<file path="config.mk">
export PLATFORM = sky130hd
export DESIGN_NAME = aic_diag
export DESIGN_NICKNAME = d
export VERILOG_FILES = /design/src/verilog/aic_pkg.sv /design/src/verilog/aic_diag.sv /design/src/verilog/aic_ticker.sv /design/src/verilog/aic_channel.sv
export SDC_FILE = /design/constraint.sdc
export NUM_CORES = 1
export LEC_CHECK = 0
export BUFFER_PORTS_ARGS = -buffer_cell sky130_fd_sc_hd__buf_4
export CORE_ASPECT_RATIO = 1.4
export CORE_MARGIN = 5
export CORE_UTILIZATION = 33
export DETAILED_ROUTE_END_ITERATION = 6
export GPL_TIMING_DRIVEN = 0
export MAX_ROUTING_LAYER = met4
export PLACE_DENSITY = 0.54
export SYNTH_ARGS = -nofsm -noshare
export SYNTH_HDL_FRONTEND = slang
export SYNTH_SLANG_ARGS = --single-unit
export TNS_END_PERCENT = 5
</file>
<file path="constraint.sdc">
create_clock -name sys_clk -period 2.8 [get_ports sys_clk]
set_input_delay 0.28 -clock sys_clk [delete_from_list [all_inputs] [get_ports sys_clk]]
set_output_delay 0.28 -clock sys_clk [all_outputs]
set_load 0.005 [all_outputs]
</file>
<file path="src/verilog/aic_pkg.sv">
// constants of the analog input channel diagnostic record
// Behaviour
// - channel count byte always reads 04h
// - summary byte bits 0..3 flag error in channel group 0..3, bits 7..4 zero
// - channel byte bit 0 flags parameterization error, bits 3..1 zero
// - channel byte bit 4 flags a broken input wire
// - channel byte bit 5 flags a lost hardware interrupt of that channel
// - channel byte bit 6 flags signal below measuring range
// - channel byte bit 7 flags signal above measuring range
// - bytes for channels four to seven exist and always read zero
// - four timestamp bytes hold ticker value caught at the incoming diagnostic event
// - microsecond ticker starts at zero after reset, steps once per microsecond
// - ticker is 32 bits wide and wraps to zero, then keeps counting
// - module diagnostic byte bit 3 set while any channel error present
// - cause gone gives outgoing event; events meanwhile on channel are not stored
package aic_pkg;

  // ----------------------------------------
  // timing
  // ----------------------------------------
  localparam int CLK_PERIOD_NS = 20;
  localparam int TICK_PERIOD_NS = 1000;
  localparam int TICK_DIV = TICK_PERIOD_NS / CLK_PERIOD_NS;
  localparam int TICK_W = 32;

  // ----------------------------------------
  // record byte indices
  // ----------------------------------------
  localparam int IDX_W = 5;
  localparam logic [4:0] IDX_MOD_DIAG = 5'h00;
  localparam logic [4:0] IDX_CHAN_COUNT = 5'h06;
  localparam logic [4:0] IDX_GROUP_SUM = 5'h07;
  localparam logic [4:0] IDX_CH0 = 5'h08;
  localparam logic [4:0] IDX_UNUSED0 = 5'h0C;
  localparam logic [4:0] IDX_UNUSED3 = 5'h0F;
  localparam logic [4:0] IDX_STAMP0 = 5'h10;
  localparam logic [4:0] IDX_STAMP3 = 5'h13;

  // ----------------------------------------
  // field positions and values
  // ----------------------------------------
  localparam int NUM_CH = 4;
  localparam logic [7:0] CHAN_COUNT_VAL = 8'h04;
  localparam logic [7:0] BYTE_ZERO = 8'h00;
  localparam logic [7:0] DEFINED_MASK = 8'hF1;
  localparam int BIT_PARAM = 0;
  localparam int BIT_WIRE = 4;
  localparam int BIT_LOST = 5;
  localparam int BIT_UNDER = 6;
  localparam int BIT_OVER = 7;
  localparam int BIT_MOD_CHAN = 3;

  // assemble a channel error byte from its causes
  function automatic logic [7:0] chan_byte(input logic p, input logic w,
    input logic l, input logic u, input logic o);
    chan_byte = {o, u, l, w, 3'h0, p};
  endfunction : chan_byte

  // any defined error bit in a channel byte
  function automatic logic chan_has_err(input logic [7:0] b);
    chan_has_err = |(b & DEFINED_MASK);
  endfunction : chan_has_err

endpackage : aic_pkg

</file>
<file path="src/verilog/aic_diag.sv">
// diagnostic record of a four channel analog input module
module aic_diag import aic_pkg::*; #(
  parameter int DIV = TICK_DIV
) (
  input wire logic sys_clk,
  input wire logic rst_n,
  input wire logic [NUM_CH-1:0] param_err,
  input wire logic [NUM_CH-1:0] wire_break,
  input wire logic [NUM_CH-1:0] int_lost,
  input wire logic [NUM_CH-1:0] under_range,
  input wire logic [NUM_CH-1:0] over_range,
  input wire logic rec_rd,
  input wire logic [IDX_W-1:0] rec_idx,
  output logic [7:0] rec_data,
  output logic rec_valid,
  output logic diag_incoming,
  output logic diag_going,
  output logic module_fault_indicator
);

  if (NUM_CH != 4) begin : g_bad_ch
    $error("aic_diag: record layout needs four channels");
  end

  // ----------------------------------------
  // state
  // ----------------------------------------
  typedef struct packed {
    logic [7:0] data;
    logic valid;
    logic [TICK_W-1:0] stamp;
    logic inc;
    logic go;
    logic fault;
  } aic_diag_t;

  aic_diag_t st;
  aic_diag_t next_st;

  logic [TICK_W-1:0] us_count;
  logic [NUM_CH-1:0][7:0] ch_err;
  logic [NUM_CH-1:0] ch_active;
  logic [NUM_CH-1:0] ch_inc;
  logic [NUM_CH-1:0] ch_go;
  logic [NUM_CH-1:0] ch_clr;
  logic [7:0] group_sum;
  logic [7:0] mod_diag;

  // ----------------------------------------
  // ticker
  // ----------------------------------------
  aic_ticker #(
    .DIV(DIV)
  ) u_ticker (
    .sys_clk(sys_clk),
    .rst_n(rst_n),
    .us_count(us_count)
  );

  // ----------------------------------------
  // channels
  // ----------------------------------------
  for (genvar k = 0; k < NUM_CH; k++) begin : g_ch
    assign ch_clr[k] = rec_rd && rec_idx == IDX_CH0 + 5'(k);
    aic_channel u_ch (
      .sys_clk(sys_clk),
      .rst_n(rst_n),
      .param_err(param_err[k]),
      .wire_break(wire_break[k]),
      .int_lost(int_lost[k]),
      .under_range(under_range[k]),
      .over_range(over_range[k]),
      .clr_lost(ch_clr[k]),
      .err_byte(ch_err[k]),
      .active(ch_active[k]),
      .incoming(ch_inc[k]),
      .going(ch_go[k])
    );
  end

  // ----------------------------------------
  // summaries
  // ----------------------------------------
  always_comb begin
    group_sum = BYTE_ZERO;
    for (int k = 0; k < NUM_CH; k++) begin
      group_sum[k] = chan_has_err(ch_err[k]);
    end
    mod_diag = BYTE_ZERO;
    mod_diag[BIT_MOD_CHAN] = |group_sum;
  end

  // ----------------------------------------
  // record read and event capture
  // ----------------------------------------
  always_comb begin
    next_st = st;
    next_st.valid = rec_rd;
    next_st.inc = |ch_inc;
    next_st.go = |ch_go;
    next_st.fault = |ch_active;
    if (|ch_inc) begin
      next_st.stamp = us_count;
    end
    if (rec_rd) begin
      case (rec_idx)
        IDX_MOD_DIAG: begin
          next_st.data = mod_diag;
        end
        IDX_CHAN_COUNT: begin
          next_st.data = CHAN_COUNT_VAL;
        end
        IDX_GROUP_SUM: begin
          next_st.data = group_sum;
        end
        5'h08, 5'h09, 5'h0A, 5'h0B: begin
          next_st.data = ch_err[2'(rec_idx - IDX_CH0)];
        end
        5'h0C, 5'h0D, 5'h0E, 5'h0F: begin
          next_st.data = BYTE_ZERO;
        end
        5'h10: begin
          next_st.data = st.stamp[31:24];
        end
        5'h11: begin
          next_st.data = st.stamp[23:16];
        end
        5'h12: begin
          next_st.data = st.stamp[15:8];
        end
        5'h13: begin
          next_st.data = st.stamp[7:0];
        end
        default: begin
          next_st.data = BYTE_ZERO;
        end
      endcase
    end
  end

  always_ff @(posedge sys_clk) begin
    if (!rst_n) begin
      st <= '0;
    end else begin
      st <= next_st;
    end
  end

  assign rec_data = st.data;
  assign rec_valid = st.valid;
  assign diag_incoming = st.inc;
  assign diag_going = st.go;
  assign module_fault_indicator = st.fault;
endmodule : aic_diag

</file>
<file path="src/verilog/aic_ticker.sv">
// free running microsecond ticker
module aic_ticker import aic_pkg::*; #(
  parameter int DIV = TICK_DIV
) (
  input wire logic sys_clk,
  input wire logic rst_n,
  output logic [TICK_W-1:0] us_count
);

  if (DIV < 1 || DIV > 255) begin : g_bad_div
    $error("aic_ticker: DIV out of range");
  end

  typedef struct packed {
    logic [7:0] div;
    logic [TICK_W-1:0] us;
  } aic_tick_t;

  aic_tick_t st;
  aic_tick_t next_st;
  localparam logic [7:0] DIV_LAST = 8'(DIV - 1);

  // ----------------------------------------
  // divider and counter
  // ----------------------------------------
  always_comb begin
    next_st = st;
    if (st.div == DIV_LAST) begin
      next_st.div = 8'h00;
      next_st.us = st.us + 32'h1;
    end else begin
      next_st.div = st.div + 8'h01;
    end
  end

  always_ff @(posedge sys_clk) begin
    if (!rst_n) begin
      st <= '0;
    end else begin
      st <= next_st;
    end
  end

  assign us_count = st.us;
endmodule : aic_ticker

</file>
<file path="src/verilog/aic_channel.sv">
// per-channel diagnostic tracker with incoming and outgoing events
module aic_channel import aic_pkg::*; (
  input wire logic sys_clk,
  input wire logic rst_n,
  input wire logic param_err,
  input wire logic wire_break,
  input wire logic int_lost,
  input wire logic under_range,
  input wire logic over_range,
  input wire logic clr_lost,
  output logic [7:0] err_byte,
  output logic active,
  output logic incoming,
  output logic going
);

  typedef struct packed {
    logic lost;
    logic act;
    logic [7:0] snap;
    logic inc;
    logic go;
  } aic_chan_t;

  aic_chan_t st;
  aic_chan_t next_st;
  logic [7:0] live;

  // ----------------------------------------
  // capture and release
  // ----------------------------------------
  always_comb begin
    next_st = st;
    next_st.inc = 1'b0;
    next_st.go = 1'b0;
    next_st.lost = (st.lost & ~clr_lost) | int_lost;
    live = chan_byte(param_err, wire_break, st.lost, under_range, over_range);
    if (!st.act && chan_has_err(live)) begin
      next_st.act = 1'b1;
      next_st.snap = live;
      next_st.inc = 1'b1;
    end else if (st.act && !chan_has_err(live)) begin
      next_st.act = 1'b0;
      next_st.snap = BYTE_ZERO;
      next_st.go = 1'b1;
    end
  end

  always_ff @(posedge sys_clk) begin
    if (!rst_n) begin
      st <= '0;
    end else begin
      st <= next_st;
    end
  end

  assign err_byte = st.snap;
  assign active = st.act;
  assign incoming = st.inc;
  assign going = st.go;

endmodule : aic_channel

</file>
==> flow_metrics.env, run 1 <==
export IMPL_path_cells="or4_4, buf_6, or3_1, clkbuf_1, buf_2, buf_2, o31ai_1, a21oi_1"
export IMPL_syn_avg_cell_area_um2=8.61
export IMPL_viasPerCell=5.22
export IMPL_use_met2_pct=28.8
export IMPL_fmax_mhz=386
export IMPL_totalWireLength_um=14800
export IMPL_hold_ws_ns=0.0761
export IMPL_setup_viol=0
export IMPL_seq_area_frac_synth_pct=44.7
export IMPL_synthToLayoutAreaGrowth_pct=21.5
export IMPL_p_int_uw=3390
export IMPL_cts_setup_buffers=0
export IMPL_skew_ns=0.00855
export IMPL_wire_per_inst_um=16.5
export IMPL_critPathKind="register to register"
export IMPL_cp_top_family="simple AND/OR/NAND/NOR gates"
export IMPL_ios=40
export IMPL_die_x_um=118
export IMPL_drtIter0Drc=361
export IMPL_clock_root_buffer="clkbuf_16"
export IMPL_rrSetupSlack_ns=0.21
export IMPL_vdd_drop_max_mv=0.502
export IMPL_use_met3_pct=3.45
export IMPL_layout_drive_gt1_share_pct=14.4
export IMPL_min_path_type="primary input to register"
export IMPL_antenna_found_initial=0
export IMPL_critPathMaxStageDelay_ns=0.53
export IMPL_cp_buffers_inverters=4
export IMPL_nets=720
export IMPL_async_reset_ff_share_pct=0
export IMPL_power_switching_uw=1120
export IMPL_arrival_ns=2.87
export IMPL_portBuffers=38
export IMPL_combPwrFrac_pct=9.1
export IMPL_p_sw_share_pct=24.9
export IMPL_clock_path_buffers=2
export IMPL_grt_overflow_total=0
export IMPL_via_count=4664
export IMPL_grt_max_degree=17
export IMPL_gp_congestion=0.907
export IMPL_end_kind="register"
export IMPL_worstSetupStartpointType="register"
export IMPL_start_util_pct=33.3
export IMPL_yosysUniqueCellTypes=44
export IMPL_gr_usage_met1_pct=17.8
export IMPL_slew_headroom_pct=32.8
export IMPL_grt_busiest_layer="met2"
export IMPL_finalCritPeriodShare_pct=92.6
export IMPL_mappedNetlistArea_mm2=0.00537
export IMPL_grt_pass1_wl_um=24400
export IMPL_cts_resized=0
export IMPL_crit_end="u_ticker.us_count[29]"
export IMPL_p_leak_uw=0.00232
export IMPL_cp_required_ns=3.08
export IMPL_p_per_area_mw_per_mm2=691
export IMPL_htreeDepth=4
export IMPL_die_h_um=161
export IMPL_rsz0062_at_grt="no"
export IMPL_cts_tree="yes"
export IMPL_cp_max_fo=10
export IMPL_startpoint="u_ticker.st[35]"
export IMPL_period_minus_slack_ns=2.59
export IMPL_worst_slew_pin_slew_ns=0.998
export IMPL_hold_viol=0
export IMPL_clk_pin_slew_ns=0.06
export IMPL_track_usage_pct=16.5
export IMPL_syn_inst=624
export IMPL_clk_insertion_delay_late_ns=0.41
export IMPL_ys_ff_latch=120
export IMPL_cts_made_buffers=17
export IMPL_cp_depth=8
export IMPL_status="completed"
export IMPL_drc=0
export IMPL_worstReg2RegEnd="u_ticker.us_count[29]"
export IMPL_r2r_start="u_ticker.st[35]"
export IMPL_row_count=55
export IMPL_critPathSlowestCell="or4_4"
export IMPL_r2r_cells=8
export IMPL_syn_num_nets=663
export IMPL_grt_pass1_vias=4792
export IMPL_p_seq_share_pct=40.5
export IMPL_final_max_slew_viol_count=0
export IMPL_dp_hpwl_um=11400
export IMPL_maxCapViolCount=0
export IMPL_clockPowerShare_pct=50.3
export IMPL_cts_hold_buf=0
export IMPL_cp_common_cell="buf_2"
export IMPL_yosysWarnings=0
export IMPL_synthFlopType="dfxtp_1"
export IMPL_cts_sink_count=120
export IMPL_fillers=1640
export IMPL_ant_nets=0
export IMPL_drt_pass1_iter_count=5
export IMPL_dieArea_mm2=0.0190
export IMPL_tns_ns=0
export IMPL_synth_edf_count=0
export IMPL_core_area_mm2=0.0161
export IMPL_antenna_cells=0
==> placed cells by master (no fill, tap or decap), drive strengths merged, types with 5 or more instances in the layout <==
cell and n:
mux4 13, o31ai 16, nand4 14, clkbuf 49
and4 5, xnor2 7, buf 56, o21ai 20
a21oi 66, nor2 63, dfxtp 120, nand3 14
a22oi 24, nor3 6, ha 11, nand2 95
nor4 7, or4 25, and2 6, inv 18
or3 11, nor2b 8
==> registers in the layout, summed over array words and instances (netlist names) <==
| register | cells |
|---|---|
| module_fault_indicator | 1 |
| diag_incoming | 1 |
| g_ch.u_ch.live | 4 |
| diag_going | 1 |
| u_ticker.st | 8 |
| rec_data | 8 |
| u_ticker.us_count | 32 |
| st | 32 |
| g_ch.u_ch.incoming | 4 |
| g_ch.u_ch.going | 4 |
| g_ch.u_ch.err_byte | 20 |
| rec_valid | 1 |
| g_ch.u_ch.active | 4 |
==> worst register-to-register path: cells and delay by family (launching register included) <==
kind | cells | cell delay [ns]
simple gates | 2 | 0.90
buf+inv | 4 | 0.85
compound gates | 2 | 0.37
flops | 1 | 0.35
==> cell type report <==
type / instances / area [um^2] / area share, %
well taps: 199 / 249 / 3.82
inverters: 16 / 60.1 / 0.920
plain buffers: 48 / 228 / 3.49
repair buffers: 38 / 285 / 4.37
flip-flops and latches: 120 / 2400 / 36.8
clock buffers: 19 / 453 / 6.94
clock inverters: 13 / 169 / 2.59
multi-input cells: 440 / 2680 / 41.1
==> routing by layer <==
metal | wire length, um | share of wire [%] | vias to the layer above
met5 | 0 | 0 | -
met4 | 357 | 2.4 | 0
met3 | 521 | 3.5 | 16
met2 | 7900 | 54 | 104
met1 | 5980 | 41 | 2193
li1 | - | - | 2351
==> through the flow <==
stage / util, % / area, um^2 / cells / total power, uW / setup WS (ns)
2_1_floorplan: - / 5370 / 624 / 2120 / 0.570
3_3_place_gp: 36.7 / 5900 / 861 / 2270 / 0.254
3_5_place_dp: 36.7 / 5900 / 861 / 2280 / 0.197
4_1_cts: 40.5 / 6530 / 893 / 4550 / 0.172
5_1_grt: 40.5 / 6530 / 893 / 4680 / 0.0439
6_report: 40.5 / 6530 / 893 / 4510 / 0.207
==> cell families after synthesis <==
| family | after synthesis | share of synthesized area [%] |
|---|---|---|
| fa+ha+maj | 11 | 2.56 |
| flops | 120 | 44.7 |
| xor+xnor | 11 | 1.79 |
| mux | 14 | 5.64 |
| simple gates | 266 | 24.4 |
| buf+inv | 64 | 5.36 |
| compound gates | 138 | 15.5 |
==> cells in the mapped netlist (all sizes together) (6+ instances only) <==
master / number / area share, %
or4: 25 / 3.6
clkbuf: 30 / 2.1
nand3: 14 / 1.3
a21oi: 66 / 6.2
or3: 11 / 1.3
xnor2: 7 / 1.1
buf: 18 / 2.1
nand4: 14 / 1.6
nor3: 6 / 0.56
nor4: 7 / 0.82
o21ai: 20 / 1.9
ha: 11 / 2.6
nand2: 95 / 6.6
inv: 15 / 1.0
a22oi: 24 / 3.4
nor2: 63 / 4.4
mux4: 13 / 5.5
and2: 6 / 0.70
dfxtp: 120 / 45
o31ai: 16 / 2.2
nor2b: 8 / 0.93
==> power groups by stage <==
stage	combinational (uW)	sequential, uW	clock, uW
floorplan	275	1840	0
detailed placement	414	1870	0
finish	412	1830	2270
global placement	403	1860	0
global route	464	1840	2380
CTS	415	1830	2310
==> worst min-delay path by stage <==
stage	start	to	slack, ns	depth (start not counted)
floorplan	int_lost[0]	g_ch[0].u_ch.live[5]	0.40	2
global placement	g_ch[2].u_ch.going	diag_going	0.43	2
detailed placement	g_ch[2].u_ch.going	diag_going	0.44	2
CTS	int_lost[2]	g_ch[2].u_ch.live[5]	0.06	3
global route	int_lost[3]	g_ch[3].u_ch.live[5]	0.08	3
finish	int_lost[0]	g_ch[0].u_ch.live[5]	0.08	3
No activity file was read; power rests on OpenSTA's default activity.
==> run 2: changes to the inputs <==
--- a/config.mk
+++ b/config.mk
@@ -13,6 +13,7 @@
 export GPL_TIMING_DRIVEN = 0
 export MAX_ROUTING_LAYER = met4
 export PLACE_DENSITY = 0.54
+export SETUP_SLACK_MARGIN = 0.3
 export SYNTH_ARGS = -nofsm -noshare
 export SYNTH_HDL_FRONTEND = slang
 export SYNTH_SLANG_ARGS = --single-unit
==> run 2 against run 1 <==
Against the previous run:
- critical path depth unchanged
- clock-buffer cell count unchanged
- sequential power about the same
- combinational power about the same
- setup slack better by 0.15 ns
- design area up 0.59%
- non-clock buffer count unchanged
- routed wire length up 0.23%
==> flow_metrics.env, run 2 (same netlist as run 1, synthesis figures left out) <==
export IMPL_status="completed"
export IMPL_fillers=1637
export IMPL_clk_pin_slew_ns=0.06
export IMPL_period_minus_slack_ns=2.44
export IMPL_portBuffers=38
export IMPL_slew_headroom_pct=32.4
export IMPL_hp_start="int_lost[0]"
export IMPL_p_per_area_mw_per_mm2=688
export IMPL_maxCapViolCount=0
export IMPL_arrival_ns=2.73
export IMPL_drt_pass1_iter_count=5
export IMPL_grt_max_degree=17
export IMPL_min_to="g_ch[0].u_ch.live[5]"
export IMPL_clk_insertion_delay_late_ns=0.42
export IMPL_grt_overflow_total=0
export IMPL_viasPerCell=5.27
export IMPL_hold_viol=0
export IMPL_vdd_drop_max_mv=0.510
export IMPL_cp_required_ns=3.09
export IMPL_core_area_mm2=0.0161
export IMPL_worstSetupStartpointType="register"
export IMPL_start_util_pct=33.3
export IMPL_instances_no_fill=893
export IMPL_totalWireLength_um=14800
export IMPL_tns_ns=0
export IMPL_end_kind="register"
export IMPL_die_x_um=118
export IMPL_grt_pass1_wl_um=24400
export IMPL_drtIter0Drc=369
export IMPL_worst_slew_pin_slew_ns=1.00
export IMPL_p_leak_uw=0.00233
export IMPL_ios=40
export IMPL_r2r_cells=8
export IMPL_ant_nets=0
export IMPL_track_usage_pct=16.4
export IMPL_die_h_um=161
export IMPL_row_count=55
export IMPL_r2r_start="u_ticker.st[38]"
export IMPL_layout_drive_gt1_share_pct=15.7
export IMPL_final_common_cell="dfxtp_1"
export IMPL_worstReg2RegEnd="u_ticker.us_count[25]"
export IMPL_htreeDepth=4
export IMPL_clock_root_buffer="clkbuf_16"
export IMPL_cts_sink_count=120
export IMPL_grt_pass1_vias=4796
export IMPL_nets=720
export IMPL_fmax_mhz=409
export IMPL_dp_hpwl_um=11400
export IMPL_via_count=4702
export IMPL_cts_tree="yes"
export IMPL_antenna_cells=0
export IMPL_antenna_found_initial=0
export IMPL_cp_max_fo=10
export IMPL_rsz0062_at_grt="yes"
export IMPL_numPlacedInstances=861
export IMPL_wire_per_inst_um=16.6
export IMPL_clock_path_buffers=2
export IMPL_gp_congestion=0.907
export IMPL_critPathKind="register to register"
export IMPL_finalCritPeriodShare_pct=87.3
export IMPL_synthToLayoutAreaGrowth_pct=22.3
export IMPL_rrSetupSlack_ns=0.36
export IMPL_cts_made_buffers=17
export IMPL_hold_depth=3
export IMPL_skew_ns=0.00768
export IMPL_final_cell_mix="dfxtp_1, nand2_1, a21oi_1, nor2_1, buf_4"
export IMPL_setup_viol=0
export IMPL_final_max_slew_viol_count=0
export IMPL_drc=0
export IMPL_dieArea_mm2=0.0190
export IMPL_min_path_type="primary input to register"
==> run 2: cell count changes in the layout (fill, tap and decap cells not counted) <==
cell      previous run  this run
buf_4               46        48
nor4_2               0         1
clkbuf_1            30        27
dfxtp_1            120       119
clkbuf_2             0         2
nor4_1               7         6
dfxtp_2              0         1
o31ai_1             16        12
o31ai_2              0         4
buf_2                2         0
clkbuf_4             0         1
==> run 2: how the worst max path moves through the flow <==
| stage | start | to | slack (ns) | depth (start not counted) |
|---|---|---|---|---|
| floorplan | u_ticker.st[35] | u_ticker.us_count[25] | 0.57 | 8 |
| global placement | u_ticker.st[35] | u_ticker.us_count[29] | 0.25 | 8 |
| detailed placement | u_ticker.st[35] | u_ticker.us_count[29] | 0.20 | 8 |
| CTS | u_ticker.st[35] | u_ticker.us_count[29] | 0.26 | 8 |
| global route | u_ticker.st[38] | u_ticker.us_count[25] | 0.26 | 8 |
| finish | u_ticker.st[38] | u_ticker.us_count[25] | 0.36 | 8 |
==> run 2: what timing repair did <==
item / 4_1_cts / 5_1_grt
endpoints found under the setup margin: 15 / 22
buffers inserted: 0 / 0
endpoints found under the hold margin: 0 / 0
hold buffers: 0 / 0
resized for setup: 3 / 13
==> run 2: area by class of cell <==
| type | count | area [um^2] | area share [%] |
|---|---|---|---|
| plain buffers | 48 | 239 | 3.64 |
| clock buffers | 19 | 453 | 6.90 |
| clock inverters | 13 | 169 | 2.57 |
| inverters | 16 | 60.1 | 0.915 |
| multi-input cells | 440 | 2710 | 41.2 |
| flip-flops and latches | 120 | 2400 | 36.6 |
| well taps | 199 | 249 | 3.79 |
| repair buffers | 38 | 285 | 4.35 |
==> run 2: stage by stage <==
step / utilization (%) / area [um^2] / power, uW / worst slack (ns) / hold slack [ns]
floorplan: - / 5370 / 2120 / 0.570 / 0.397
global placement: 36.7 / 5900 / 2270 / 0.254 / 0.427
detailed placement: 36.7 / 5900 / 2280 / 0.197 / 0.437
CTS: 40.6 / 6540 / 4550 / 0.258 / 0.0622
global route: 40.8 / 6570 / 4680 / 0.256 / 0.0786
finish: 40.8 / 6570 / 4510 / 0.356 / 0.0745
==> run 2: critical path, cell delays in order, from the launching register on <==
cell and delay [ns]:
dfxtp_1 0.32, or4_4 0.53, buf_6 0.15, or3_1 0.36, clkbuf_4 0.19, buf_4 0.19
buf_4 0.20, o31ai_2 0.27, a21oi_1 0.09
==> run 2: layer usage <==
| layer | vias up | global-route usage [%] | wire (um) |
|---|---|---|---|
| li1 | 2347 | - | - |
| met1 | 2198 | 17.8 | 5940 |
| met2 | 123 | 28.8 | 7790 |
| met3 | 34 | 3.45 | 542 |
| met4 | 0 | 7.56 | 527 |
| met5 | - | - | 0 |
==> run 2: where the power goes <==
part           total, uW  switching, uW  internal (uW)  leakage (uW)
Sequential          1830           54.8           1770      0.000976
Clock               2270            819           1450      0.000293
Combinational        413            252            160       0.00107
